### src/tpa_pkg.sv
// constants, types and decode helpers for the transmit pointer aligner
// assumes a 100 MHz reference clock and an apb master with 32-bit data
package tpa_pkg;

  localparam int DATA_W = 8;
  localparam int APB_AW = 12;
  localparam int FIFO_DEPTH = 32;
  localparam int FIFO_AW = 5;
  localparam logic [5:0] FIFO_FULL = 6'h20;
  localparam logic [5:0] FIFO_CENTRE = 6'h10;

  // register indices; byte address is four times the index
  localparam logic [7:0] IDX_INDICATOR_A_LOW = 8'h3E;
  localparam logic [7:0] IDX_INDICATOR_A_HIGH = 8'h3F;
  localparam logic [7:0] IDX_CONTROL = 8'h40;
  localparam logic [7:0] IDX_STATUS_DIAG = 8'h41;
  localparam logic [7:0] IDX_SIGNAL_FAIL = 8'h42;
  localparam logic [7:0] IDX_STREAM_MODE = 8'h43;

  localparam logic [7:0] INDICATOR_A_LOW_RST = 8'hFF;
  localparam logic [7:0] INDICATOR_A_HIGH_RST = 8'h93;
  localparam logic [7:0] CONTROL_RST = 8'h10;
  localparam logic [7:0] STATUS_DIAG_RST = 8'h20;
  localparam logic [7:0] STATUS_DIAG_RW_MASK = 8'hF1;
  localparam logic [1:0] STREAM_MODE_RST = 2'h0;

  // aligner control bit positions
  localparam int CTL_PJ_IRQ_EN = 1;
  localparam int CTL_FIFO_IRQ_EN = 2;
  localparam int CTL_SF_IRQ_EN = 3;
  localparam int CTL_CLEAR_STUFF = 5;
  localparam int CTL_MF_BYPASS = 6;
  // status and diagnostic bit positions
  localparam int STS_NEG_JUST = 1;
  localparam int STS_POS_JUST = 2;
  localparam int STS_FIFO_ERR = 3;
  localparam int STS_DEPTH_LSB = 4;
  localparam int STS_DIAG_LSB = 6;
  // signal fail register bit positions
  localparam int SF_CHANGE = 6;
  localparam int SF_STATE = 7;

  localparam logic [7:0] H4_SEQ_BASE = 8'hFC;
  localparam logic [3:0] PTR_NDF_NORMAL = 4'h6;
  localparam logic [9:0] PTR_RST = 10'h000;
  localparam logic [9:0] PTR_MAX = 10'h30E;
  localparam logic [9:0] PTR_I_MASK = 10'h2AA;
  localparam logic [9:0] PTR_D_MASK = 10'h155;
  localparam logic [3:0] ISF_CODE = 4'hE;
  localparam logic [3:0] FRAME_CNT_RST = 4'h0;

  typedef enum logic [3:0] {
    SLOT_TOH = 4'h0, SLOT_H1 = 4'h1, SLOT_H2 = 4'h2, SLOT_H3 = 4'h3,
    SLOT_PAYLOAD = 4'h4, SLOT_PJO = 4'h5, SLOT_H4 = 4'h6, SLOT_FSTUFF = 4'h7,
    SLOT_Z5 = 4'h8
  } tpa_slot_t;

  typedef enum logic [1:0] {
    MODE_STS1 = 2'h0, MODE_STS3 = 2'h1, MODE_STS3C = 2'h2
  } tpa_mode_t;

  typedef enum logic [1:0] {
    DIAG_AUTO = 2'h0, DIAG_NEG = 2'h1, DIAG_POS = 2'h2, DIAG_NONE = 2'h3
  } tpa_diag_t;

  typedef enum logic [1:0] {
    JS_NORMAL = 2'h0, JS_JUST = 2'h1, JS_SETTLE = 2'h3, JS_COOL = 2'h2
  } tpa_js_t;

  typedef struct packed {
    logic [7:0] data;
    tpa_slot_t slot;
    logic marker;
  } tpa_add_bus_t;

  typedef struct packed {
    logic valid;
    tpa_slot_t slot;
    logic [1:0] sts;
  } tpa_tx_slot_t;

  typedef struct packed {
    logic valid;
    logic [7:0] data;
  } tpa_tx_out_t;

  typedef struct packed {
    logic psel;
    logic penable;
    logic pwrite;
    logic [APB_AW-1:0] paddr;
    logic [31:0] pwdata;
  } tpa_apb_req_t;

  typedef struct packed {
    logic [31:0] prdata;
    logic pready;
    logic pslverr;
  } tpa_apb_rsp_t;

  typedef struct packed {
    logic is_v1;
    logic is_h4;
    logic is_fstuff;
    logic [7:0] data;
  } tpa_fifo_word_t;

  typedef struct packed {
    logic [2:0] hard_neg;
    logic [2:0] soft_neg;
    logic [2:0] soft_pos;
    logic [2:0] hard_pos;
  } tpa_limits_t;

  function automatic tpa_limits_t tpa_limits(input logic [1:0] code);
    unique case (code)
      2'h0: tpa_limits = '{3'h4, 3'h0, 3'h0, 3'h4};
      2'h1: tpa_limits = '{3'h5, 3'h1, 3'h1, 3'h4};
      2'h2: tpa_limits = '{3'h6, 3'h4, 3'h4, 3'h6};
      2'h3: tpa_limits = '{3'h7, 3'h6, 3'h6, 3'h7};
    endcase
  endfunction

  function automatic logic tpa_carries_payload(input tpa_slot_t slot);
    tpa_carries_payload = (slot == SLOT_PAYLOAD) || (slot == SLOT_H4) ||
                          (slot == SLOT_FSTUFF) || (slot == SLOT_Z5);
  endfunction

endpackage

### src/tpa_aligner.sv
// transmit pointer aligner: add bus capture, elastic store, pointer
// regeneration with justification, byte rewriting and apb registers
// assumes add bus pins change after the rising edge of the add clock and
// a transmit slot strobe that comes from the reference clock domain
//
// Local design decision: the APB slave port.
`timescale 1ns/100ps
module tpa_aligner (
  input logic i_ref_clk,
  input logic i_resetn,
  input tpa_pkg::tpa_apb_req_t i_apb,
  output tpa_pkg::tpa_apb_rsp_t o_apb,
  input logic i_add_clk,
  input tpa_pkg::tpa_add_bus_t i_add_bus,
  input tpa_pkg::tpa_tx_slot_t i_tx_slot,
  output tpa_pkg::tpa_tx_out_t o_tx,
  output logic o_interrupt_out_n
);

  typedef struct packed {
    logic [2:0] clk_sync;
    tpa_pkg::tpa_add_bus_t bus_s1;
    tpa_pkg::tpa_add_bus_t bus_s2;
    logic [7:0] indicator_a_low;
    logic [7:0] indicator_a_high;
    logic [7:0] control;
    logic [7:0] status_cfg;
    logic [1:0] stream_mode;
    logic pos_justify_status;
    logic neg_justify_status;
    logic fifo_error_status;
    logic sf_change;
    logic sf_state;
    tpa_pkg::tpa_js_t js;
    logic js_pos;
    logic [3:0] frame_cnt;
    logic [9:0] ptr;
    logic [1:0] h4_phase;
    logic primed;
    tpa_pkg::tpa_apb_rsp_t apb;
    logic irq_n;
    tpa_pkg::tpa_tx_out_t tx;
  } tpa_aligner_st_t;

  tpa_aligner_st_t st_r;
  tpa_aligner_st_t st_nxt;

  tpa_pkg::tpa_fifo_word_t fifo_wdata;
  tpa_pkg::tpa_fifo_word_t fifo_rdata;
  logic [5:0] fifo_fill;
  logic fifo_push;
  logic fifo_pop;

  // register decode shared by the read mux and the write path
  function automatic logic reg_hit(input logic [tpa_pkg::APB_AW-1:0] addr,
                                   input logic [7:0] idx);
    reg_hit = (addr[tpa_pkg::APB_AW-1:2] == {2'h0, idx});
  endfunction

  function automatic logic addr_mapped(input logic [tpa_pkg::APB_AW-1:0] addr);
    addr_mapped = reg_hit(addr, tpa_pkg::IDX_INDICATOR_A_LOW) ||
                  reg_hit(addr, tpa_pkg::IDX_INDICATOR_A_HIGH) ||
                  reg_hit(addr, tpa_pkg::IDX_CONTROL) ||
                  reg_hit(addr, tpa_pkg::IDX_STATUS_DIAG) ||
                  reg_hit(addr, tpa_pkg::IDX_SIGNAL_FAIL) ||
                  reg_hit(addr, tpa_pkg::IDX_STREAM_MODE);
  endfunction

  tpa_fifo u_fifo (
    .i_ref_clk(i_ref_clk),
    .i_resetn(i_resetn),
    .i_push(fifo_push),
    .i_wdata(fifo_wdata),
    .i_pop(fifo_pop),
    .o_rdata(fifo_rdata),
    .o_fill(fifo_fill)
  );

  // add bus capture: the add clock is only sampled, and data is taken on
  // its falling edge, half a link period after the pins last changed
  logic add_fall;
  logic add_is_v1;
  assign add_fall = st_r.clk_sync[2] && !st_r.clk_sync[1];
  assign add_is_v1 = st_r.bus_s2.marker && (st_r.bus_s2.slot == tpa_pkg::SLOT_H4);
  assign fifo_push = add_fall && tpa_pkg::tpa_carries_payload(st_r.bus_s2.slot);
  always_comb begin
    fifo_wdata.is_v1 = add_is_v1;
    fifo_wdata.is_h4 = (st_r.bus_s2.slot == tpa_pkg::SLOT_H4);
    fifo_wdata.is_fstuff = (st_r.bus_s2.slot == tpa_pkg::SLOT_FSTUFF);
    fifo_wdata.data = st_r.bus_s2.data;
  end

  // configuration views
  tpa_pkg::tpa_diag_t diag;
  tpa_pkg::tpa_limits_t lim;
  logic [5:0] fill_over;
  logic [5:0] fill_under;
  logic want_pos;
  logic want_neg;
  logic frame_start;
  logic just_here;
  logic diag_auto;

  assign diag = tpa_pkg::tpa_diag_t'(st_r.status_cfg[tpa_pkg::STS_DIAG_LSB +: 2]);
  assign lim = tpa_pkg::tpa_limits(st_r.status_cfg[tpa_pkg::STS_DEPTH_LSB +: 2]);
  assign diag_auto = (diag == tpa_pkg::DIAG_AUTO);
  assign fill_over = (fifo_fill > tpa_pkg::FIFO_CENTRE) ? fifo_fill - tpa_pkg::FIFO_CENTRE
                                                        : 6'h00;
  assign fill_under = (fifo_fill < tpa_pkg::FIFO_CENTRE) ? tpa_pkg::FIFO_CENTRE - fifo_fill
                                                         : 6'h00;

  // justification choice; the 4-frame spacing comes from the state loop,
  // the 16-frame soft rate from the frame counter wrapping
  always_comb begin
    want_pos = 1'b0;
    want_neg = 1'b0;
    unique case (diag)
      tpa_pkg::DIAG_POS: want_pos = 1'b1;
      tpa_pkg::DIAG_NEG: want_neg = 1'b1;
      tpa_pkg::DIAG_NONE: begin
        want_pos = 1'b0;
        want_neg = 1'b0;
      end
      tpa_pkg::DIAG_AUTO: begin
        want_neg = (fill_over > {3'h0, lim.hard_neg}) ||
                   ((fill_over > {3'h0, lim.soft_neg}) &&
                    (st_r.frame_cnt == tpa_pkg::FRAME_CNT_RST));
        want_pos = (fill_under > {3'h0, lim.hard_pos}) ||
                   ((fill_under > {3'h0, lim.soft_pos}) &&
                    (st_r.frame_cnt == tpa_pkg::FRAME_CNT_RST));
      end
    endcase
  end

  assign frame_start = i_tx_slot.valid && (i_tx_slot.slot == tpa_pkg::SLOT_H1) &&
                       (i_tx_slot.sts == 2'h0);
  assign just_here = (st_r.js == tpa_pkg::JS_JUST) && (i_tx_slot.sts == 2'h0);

  // transmit read side: h3 carries data on a negative event, the byte after
  // h3 is left empty on a positive one
  always_comb begin
    fifo_pop = 1'b0;
    if (i_tx_slot.valid && st_r.primed) begin
      if (tpa_pkg::tpa_carries_payload(i_tx_slot.slot)) begin
        fifo_pop = 1'b1;
      end else if (i_tx_slot.slot == tpa_pkg::SLOT_PJO) begin
        fifo_pop = !(just_here && st_r.js_pos);
      end else if (i_tx_slot.slot == tpa_pkg::SLOT_H3) begin
        fifo_pop = just_here && !st_r.js_pos;
      end
    end
  end

  logic overflow;
  logic underflow;
  assign overflow = fifo_push && (fifo_fill == tpa_pkg::FIFO_FULL);
  assign underflow = fifo_pop && (fifo_fill == 6'h00);

  logic [9:0] ptr_tx;
  logic indicator_a_slot;
  logic [7:0] rd_access;
  logic [7:0] status_view;
  logic [7:0] sf_view;
  logic access_done;
  logic isf_now;

  assign ptr_tx = st_r.ptr ^ ((st_r.js == tpa_pkg::JS_JUST) ?
                  (st_r.js_pos ? tpa_pkg::PTR_I_MASK : tpa_pkg::PTR_D_MASK) : 10'h000);
  assign indicator_a_slot = (st_r.stream_mode == tpa_pkg::MODE_STS3C) &&
                       (i_tx_slot.sts != 2'h0);
  assign status_view = st_r.status_cfg |
                       {4'h0, st_r.fifo_error_status, st_r.pos_justify_status,
                        st_r.neg_justify_status, 1'b0};
  assign sf_view = {st_r.sf_state, st_r.sf_change, 6'h00};
  assign access_done = i_apb.psel && i_apb.penable && st_r.apb.pready;
  assign isf_now = (st_r.bus_s2.data[3:0] == tpa_pkg::ISF_CODE);

  always_comb begin
    rd_access = 8'h00;
    if (reg_hit(i_apb.paddr, tpa_pkg::IDX_INDICATOR_A_LOW)) rd_access = st_r.indicator_a_low;
    if (reg_hit(i_apb.paddr, tpa_pkg::IDX_INDICATOR_A_HIGH)) rd_access = st_r.indicator_a_high;
    if (reg_hit(i_apb.paddr, tpa_pkg::IDX_CONTROL)) rd_access = st_r.control;
    if (reg_hit(i_apb.paddr, tpa_pkg::IDX_STATUS_DIAG)) rd_access = status_view;
    if (reg_hit(i_apb.paddr, tpa_pkg::IDX_SIGNAL_FAIL)) rd_access = sf_view;
    if (reg_hit(i_apb.paddr, tpa_pkg::IDX_STREAM_MODE)) begin
      rd_access = {6'h00, st_r.stream_mode};
    end
  end

  always_comb begin
    st_nxt = st_r;
    // three-flop chain for the add clock and two-flop synchronisers for the add bus pins
    st_nxt.clk_sync = {st_r.clk_sync[1], st_r.clk_sync[0], i_add_clk};
    st_nxt.bus_s1 = i_add_bus;
    st_nxt.bus_s2 = st_r.bus_s1;

    if (fifo_fill >= tpa_pkg::FIFO_CENTRE) begin
      st_nxt.primed = 1'b1;
    end

    // transmit byte
    st_nxt.tx.valid = i_tx_slot.valid;
    st_nxt.tx.data = 8'h00;
    if (i_tx_slot.valid) begin
      unique case (i_tx_slot.slot)
        tpa_pkg::SLOT_H1: begin
          st_nxt.tx.data = indicator_a_slot ? st_r.indicator_a_high
                         : {tpa_pkg::PTR_NDF_NORMAL, 2'h0, ptr_tx[9:8]};
        end
        tpa_pkg::SLOT_H2: begin
          st_nxt.tx.data = indicator_a_slot ? st_r.indicator_a_low : ptr_tx[7:0];
        end
        tpa_pkg::SLOT_TOH: st_nxt.tx.data = 8'h00;
        default: begin
          if (fifo_pop) begin
            st_nxt.tx.data = fifo_rdata.data;
            if (fifo_rdata.is_fstuff && st_r.control[tpa_pkg::CTL_CLEAR_STUFF]) begin
              st_nxt.tx.data = 8'h00;
            end
            if (fifo_rdata.is_h4) begin
              st_nxt.h4_phase = fifo_rdata.is_v1 ? 2'h1 : st_r.h4_phase + 2'h1;
              if (!st_r.control[tpa_pkg::CTL_MF_BYPASS]) begin
                st_nxt.tx.data = tpa_pkg::H4_SEQ_BASE |
                  {6'h00, fifo_rdata.is_v1 ? 2'h0 : st_r.h4_phase};
              end else begin
                st_nxt.tx.data = fifo_rdata.data;
              end
            end
          end
        end
      endcase
    end

    // pointer action sequence, one step per transmit frame
    if (frame_start) begin
      st_nxt.frame_cnt = st_r.frame_cnt + 4'h1;
      unique case (st_r.js)
        tpa_pkg::JS_NORMAL: begin
          if (want_pos || want_neg) begin
            st_nxt.js = tpa_pkg::JS_JUST;
            st_nxt.js_pos = want_pos;
          end
        end
        tpa_pkg::JS_JUST: begin
          st_nxt.js = tpa_pkg::JS_SETTLE;
          if (st_r.js_pos) begin
            st_nxt.ptr = (st_r.ptr == tpa_pkg::PTR_MAX) ? 10'h000 : st_r.ptr + 10'h001;
          end else begin
            st_nxt.ptr = (st_r.ptr == 10'h000) ? tpa_pkg::PTR_MAX : st_r.ptr - 10'h001;
          end
        end
        tpa_pkg::JS_SETTLE: st_nxt.js = tpa_pkg::JS_COOL;
        tpa_pkg::JS_COOL: st_nxt.js = tpa_pkg::JS_NORMAL;
      endcase
    end

    // apb: answer registered at setup, so pready is high in the first
    // access cycle; writes and read clears act at the completing edge
    st_nxt.apb.pready = 1'b0;
    st_nxt.apb.pslverr = 1'b0;
    st_nxt.apb.prdata = 32'h0000_0000;
    if (i_apb.psel && !i_apb.penable) begin
      st_nxt.apb.pready = 1'b1;
      st_nxt.apb.pslverr = !addr_mapped(i_apb.paddr);
      st_nxt.apb.prdata = i_apb.pwrite ? 32'h0000_0000 : {24'h00_0000, rd_access};
    end
    if (access_done && i_apb.pwrite) begin
      if (reg_hit(i_apb.paddr, tpa_pkg::IDX_INDICATOR_A_LOW)) begin
        st_nxt.indicator_a_low = i_apb.pwdata[7:0];
      end
      if (reg_hit(i_apb.paddr, tpa_pkg::IDX_INDICATOR_A_HIGH)) begin
        st_nxt.indicator_a_high = i_apb.pwdata[7:0];
      end
      // reserved bits are stored as written; software sets them right
      if (reg_hit(i_apb.paddr, tpa_pkg::IDX_CONTROL)) begin
        st_nxt.control = i_apb.pwdata[7:0];
      end
      if (reg_hit(i_apb.paddr, tpa_pkg::IDX_STATUS_DIAG)) begin
        st_nxt.status_cfg = i_apb.pwdata[7:0] & tpa_pkg::STATUS_DIAG_RW_MASK;
      end
      if (reg_hit(i_apb.paddr, tpa_pkg::IDX_STREAM_MODE)) begin
        st_nxt.stream_mode = i_apb.pwdata[1:0];
      end
    end
    if (access_done && !i_apb.pwrite) begin
      if (reg_hit(i_apb.paddr, tpa_pkg::IDX_STATUS_DIAG)) begin
        st_nxt.pos_justify_status = 1'b0;
        st_nxt.neg_justify_status = 1'b0;
        st_nxt.fifo_error_status = 1'b0;
      end
      if (reg_hit(i_apb.paddr, tpa_pkg::IDX_SIGNAL_FAIL)) begin
        st_nxt.sf_change = 1'b0;
      end
    end

    // status events come after the clears so that a same-cycle event wins
    if (frame_start && (st_r.js == tpa_pkg::JS_NORMAL)) begin
      if (want_pos) begin
        st_nxt.pos_justify_status = 1'b1;
      end else if (want_neg) begin
        st_nxt.neg_justify_status = 1'b1;
      end
    end
    if ((overflow || underflow) && diag_auto) begin
      st_nxt.fifo_error_status = 1'b1;
    end
    if (fifo_push && (st_r.bus_s2.slot == tpa_pkg::SLOT_Z5) &&
        (isf_now != st_r.sf_state)) begin
      st_nxt.sf_state = isf_now;
      st_nxt.sf_change = 1'b1;
    end

    st_nxt.irq_n = !(
      ((st_nxt.pos_justify_status || st_nxt.neg_justify_status) &&
       st_r.control[tpa_pkg::CTL_PJ_IRQ_EN]) ||
      (st_nxt.fifo_error_status && st_r.control[tpa_pkg::CTL_FIFO_IRQ_EN]) ||
      (st_nxt.sf_change && st_r.control[tpa_pkg::CTL_SF_IRQ_EN]));
  end

  always_ff @(posedge i_ref_clk) begin
    if (!i_resetn) begin
      st_r <= '0;
      st_r.indicator_a_low <= tpa_pkg::INDICATOR_A_LOW_RST;
      st_r.indicator_a_high <= tpa_pkg::INDICATOR_A_HIGH_RST;
      st_r.control <= tpa_pkg::CONTROL_RST;
      st_r.status_cfg <= tpa_pkg::STATUS_DIAG_RST;
      st_r.stream_mode <= tpa_pkg::STREAM_MODE_RST;
      st_r.js <= tpa_pkg::JS_NORMAL;
      st_r.frame_cnt <= tpa_pkg::FRAME_CNT_RST;
      st_r.ptr <= tpa_pkg::PTR_RST;
      st_r.irq_n <= 1'b1;
    end else begin
      st_r <= st_nxt;
    end
  end

  assign o_apb = st_r.apb;
  assign o_tx = st_r.tx;
  assign o_interrupt_out_n = st_r.irq_n;

endmodule // tpa_aligner

### src/tpa_fifo.sv
// elastic store of tagged payload bytes for the transmit pointer aligner
// assumes push and pop both come from the reference clock domain
`timescale 1ns/100ps
module tpa_fifo (
  input logic i_ref_clk,
  input logic i_resetn,
  input logic i_push,
  input tpa_pkg::tpa_fifo_word_t i_wdata,
  input logic i_pop,
  output tpa_pkg::tpa_fifo_word_t o_rdata,
  output logic [5:0] o_fill
);

  typedef struct packed {
    tpa_pkg::tpa_fifo_word_t [tpa_pkg::FIFO_DEPTH-1:0] mem;
    logic [tpa_pkg::FIFO_AW-1:0] wr_ptr;
    logic [tpa_pkg::FIFO_AW-1:0] rd_ptr;
    logic [5:0] fill;
  } tpa_fifo_st_t;

  tpa_fifo_st_t st_r;
  tpa_fifo_st_t st_nxt;
  logic do_push;
  logic do_pop;

  // a push into a full store and a pop from an empty one are dropped
  assign do_push = i_push && (st_r.fill != tpa_pkg::FIFO_FULL);
  assign do_pop = i_pop && (st_r.fill != 6'h00);

  always_comb begin
    st_nxt = st_r;
    if (do_push) begin
      st_nxt.mem[st_r.wr_ptr] = i_wdata;
      st_nxt.wr_ptr = st_r.wr_ptr + 5'h01;
    end
    if (do_pop) begin
      st_nxt.rd_ptr = st_r.rd_ptr + 5'h01;
    end
    unique case ({do_push, do_pop})
      2'b10: st_nxt.fill = st_r.fill + 6'h01;
      2'b01: st_nxt.fill = st_r.fill - 6'h01;
      default: st_nxt.fill = st_r.fill;
    endcase
  end

  always_ff @(posedge i_ref_clk) begin
    if (!i_resetn) begin
      st_r <= '0;
    end else begin
      st_r <= st_nxt;
    end
  end

  assign o_rdata = st_r.mem[st_r.rd_ptr];
  assign o_fill = st_r.fill;

endmodule // tpa_fifo

### config.mk
export PLATFORM = sky130hd
export DESIGN_NAME = tpa_aligner
export DESIGN_NICKNAME = d
export VERILOG_FILES = /design/src/tpa_pkg.sv /design/src/tpa_aligner.sv /design/src/tpa_fifo.sv
export SDC_FILE = /design/constraint.sdc
export NUM_CORES = 1
export LEC_CHECK = 0
export ABC_AREA = 0
export ABC_CLOCK_PERIOD_IN_PS = 4800
export BUFFER_PORTS_ARGS = -buffer_cell sky130_fd_sc_hd__buf_2
export CORE_ASPECT_RATIO = 1.5
export CORE_MARGIN = 2
export CORE_UTILIZATION = 51
export CTS_BUF_LIST = sky130_fd_sc_hd__clkbuf_8
export CTS_CLUSTER_SIZE = 28
export DETAILED_ROUTE_END_ITERATION = 16
export PLACE_DENSITY = 0.67
export SETUP_SLACK_MARGIN = 0.05
export SYNTH_ARGS = -nofsm -noshare
export SYNTH_HDL_FRONTEND = slang
export SYNTH_SLANG_ARGS = --single-unit
export TNS_END_PERCENT = 10
### constraint.sdc
create_clock -name i_ref_clk -period 4.8 [get_ports i_ref_clk]
set_clock_uncertainty 0.1 [all_clocks]
set_input_delay 0.72 -clock i_ref_clk [delete_from_list [all_inputs] [get_ports i_ref_clk]]
set_output_delay 0.72 -clock i_ref_clk [all_outputs]
set_load 0.005 [all_outputs]
==> qor.yml <==
outcome:
  run_status: "finished, final reports clean"
global_route:
  grt_pass1_vias: 17700
  grtUsageTotal_pct: 26.6
  grt_pass1_wl_mm: 97.9
  grt_overflow: 0
  antenna_found_initial: 1
  pin_count_of_the_biggest_net_entering_global_routing: 172
worst_setup_path:
  worst_ep_required_time_ns: 5.24
  worst-setup-path-type: "reg2reg"
  critPathTopFamily: "compound AO/OA/AOI/OAI gates"
  worstSetupEndpointType: "flip-flop"
  crit_path_frequent_cell: "ha_1"
  worst_ep_arrival_time_ns: 4.21
  worstPathCellList: "inv_1, ha_1, or3b_1, nor2_2, a211oi_4, inv_1, ha_1, ha_1, a21o_1, a21oi_1, o21bai_1, a21oi_1, xnor2_1, or3_1, a21boi_0"
  critical-path-slowest-cell: "a211oi_4"
  crit_path_max_fanout: 9
  startpoint_type_of_the_worst_setup_path: "flip-flop"
  cp_num_buf_inv: 2
  critical_path.max_stage_delay_ns: 0.51
  cp_num_cells: 15
  r2r_cells: 15
clock_network:
  clockRootBuffer: "clkbuf_8"
  holdBufCountCts: 0
  clock_sinks: 473
  clk_transition_reported_paths_ns: 0.06
  maximum_buffer_depth_of_the_clock_tree: 3
  cts_htree_levels: 3
  number_of_buffers_created_by_cts: 72
  post_cts_repair_resize_count: 0
  cts_tree: "built"
  post_cts_buffers: 0
  worst_skew_pair_latency_ns: 0.64
floorplan:
  initial_core_utilization_pct: 51.4
  die_span_x_um: 177
  core_area_um2: 44600
  io-pin-count: 114
  placementRows: 95
  dieHeight_um: 264
  die_ar_um2: 46700
yosys:
  cell_taking_the_most_area_after_synthesis: "dfxtp_1"
  yosys_warnings: 0
  syn-cell-area_um2: 22900
  synth.ff_latch_count: 473
  post-synth-top-count-cell: "dfxtp_1"
  synth_enable_flop_cells: 0
  ys_types: 74
  sequential_to_total_area_share_from_yosys_stat_pct: 41.3
  synth-main-ff-cell: "dfxtp_1"
  yosysTopAreaCellShare_pct: 41.3
  post_synth_most_frequent_cells: "473 x dfxtp_1, 358 x nand2_1, 297 x o21ai_0"
  main_area_contributors_after_synthesis: "dfxtp_1 41%, mux4_2 9.1%, a21boi_0 8.1%"
  synth_async_sr_flop_share_pct: 0
  synth_cells: 2470
  mean_post_synth_cell_area_um2: 9.28
route:
  drt_iter0_drc: 1455
  avgViaCountPerCell: 5.90
  wire_length_per_cell_um: 20.4
  final_antenna_net_count: 0
  routed-via-count: 18100
  drt_first_pass_iters: 6
  wl_mm: 62.5
  drt_drc_violations_left: 0
placed_design:
  buffer_ports.inserted: 63
  place_hpwl_mm: 40.1
  finalWeightedCongestion: 0.928
  post-place-ws_ns: 0.689
  numPlacedInstances: 2931
timing:
  layout_setup_ws_ns: 1.03
  report.final.hold_viol_count: 0
  clock.fmax_mhz: 265
  timing.setup.tns_ns: 0
  crit_share_post_route_pct: 78.5
  final-max-slew-violation-count: 0
  final-setup-viol-count: 0
  timing_worst_slew_pin_value_ns: 1.12
  grt_setup_unrepaired: "false"
  final_period_minus_worst_setup_slack_ns: 3.77
  timing.max_slew.rel_slack_pct: 25.4
power_and_ir_drop:
  vdd.ir_drop.worst_mv: 0.162
  p_leak_uw: 0.00818
  power.density_nw_per_um2: 310
worst_hold_path:
  hold_path_depth: 2
  holdCritPathClass: "in2reg"
cells_and_area:
  area_delta_synth_final_pct: 8.22
  layout.nets: 2516
  fraction_of_final_layout_cells_sized_beyond_drive_strength_1_pct: 15.4
  instances_no_fill: 3059
job:
  max-cap-violations: 0
==> final timing paths <==
check | from | to | slack [ns]
hold / removal | i_add_bus[0] | st_nxt[103] | 0.19
setup reg to reg | u_fifo.o_fill[0] | u_fifo.o_fill[5] | 1.03
setup / recovery | u_fifo.o_fill[0] | u_fifo.o_fill[5] | 1.03
hold reg to reg | st_nxt[115] | fifo_wdata[7] | 0.33
==> logic make-up after synthesis <==
group,Yosys count,synth area share [%]
AND/OR/NAND/NOR,720,15.3
AO/OA/AOI/OAI,697,19.6
flip-flops,473,41.3
buffers and inverters,301,6.37
multiplexers,228,15.1
XOR/XNOR,27,1.03
adder cells (fa/ha/maj),23,1.29
other,1,0.0164
==> power by group <==
group | switching (uW) | internal (uW)
combinational | 128 | 81.0
clock | 1600 | 1930
sequential | 4.93 | 3940
total | 1730 | 5950
==> stage by stage <==
| stage | utilization, % | instance area, um2 | total power (uW) | hold slack, ns |
|---|---|---|---|---|
| finish | 55.7 | 24800 | 7680 | 0.190 |
| global route | 55.7 | 24800 | 7920 | 0.189 |
| CTS | 55.6 | 24800 | 7740 | 0.157 |
| detailed placement | 52.2 | 23300 | 4240 | 0.318 |
| global placement | 52.2 | 23300 | 4230 | 0.313 |
| floorplan | - | 23000 | 4180 | 0.312 |
==> registers in the layout, summed over array words and instances, names as in the netlist <==
name,count
diag,2
fifo_wdata,8
o_tx,9
u_fifo.st_r,362
u_fifo.o_fill,6
st_nxt,15
st_r,58
sf_view,2
o_interrupt_out_n,1
o_apb,10
==> final cells by class <==
cell class,count,area (um2)
flip-flops and latches,473,9480
repair buffers,131,886
clock buffers,95,1310
multi-input cells,1719,12100
diodes,1,2.50
well taps,582,728
fillers,3950,19800
clock inverters,32,218
inverters,26,97.6
==> layer usage <==
layer | track usage, % | routed length (um)
met1 | 32.2 | 25000
met2 | 46.3 | 31600
met3 | 3.22 | 3140
met4 | 13.0 | 2840
met5 | 0 | 0
==> cell usage in the layout, fill, tap and decap left out, types with 9 or more instances in the layout <==
master	instances
nand3_1	31
clkbuf_8	95
dfxtp_1	470
clkinv_2	9
nor2b_1	116
a21boi_0	247
nand2b_1	14
a21boi_1	34
xnor2_1	21
buf_2	62
inv_1	45
buf_4	64
nor3_1	15
nor2_1	55
nand2_1	358
o21ai_0	297
a22oi_1	19
mux4_2	93
conb_1	24
mux2i_1	119
mux2_2	16
a21oi_1	24
and2_1	54
ha_1	22
nand4_1	9
a221oi_1	15
(Power assumes the default switching activity.)
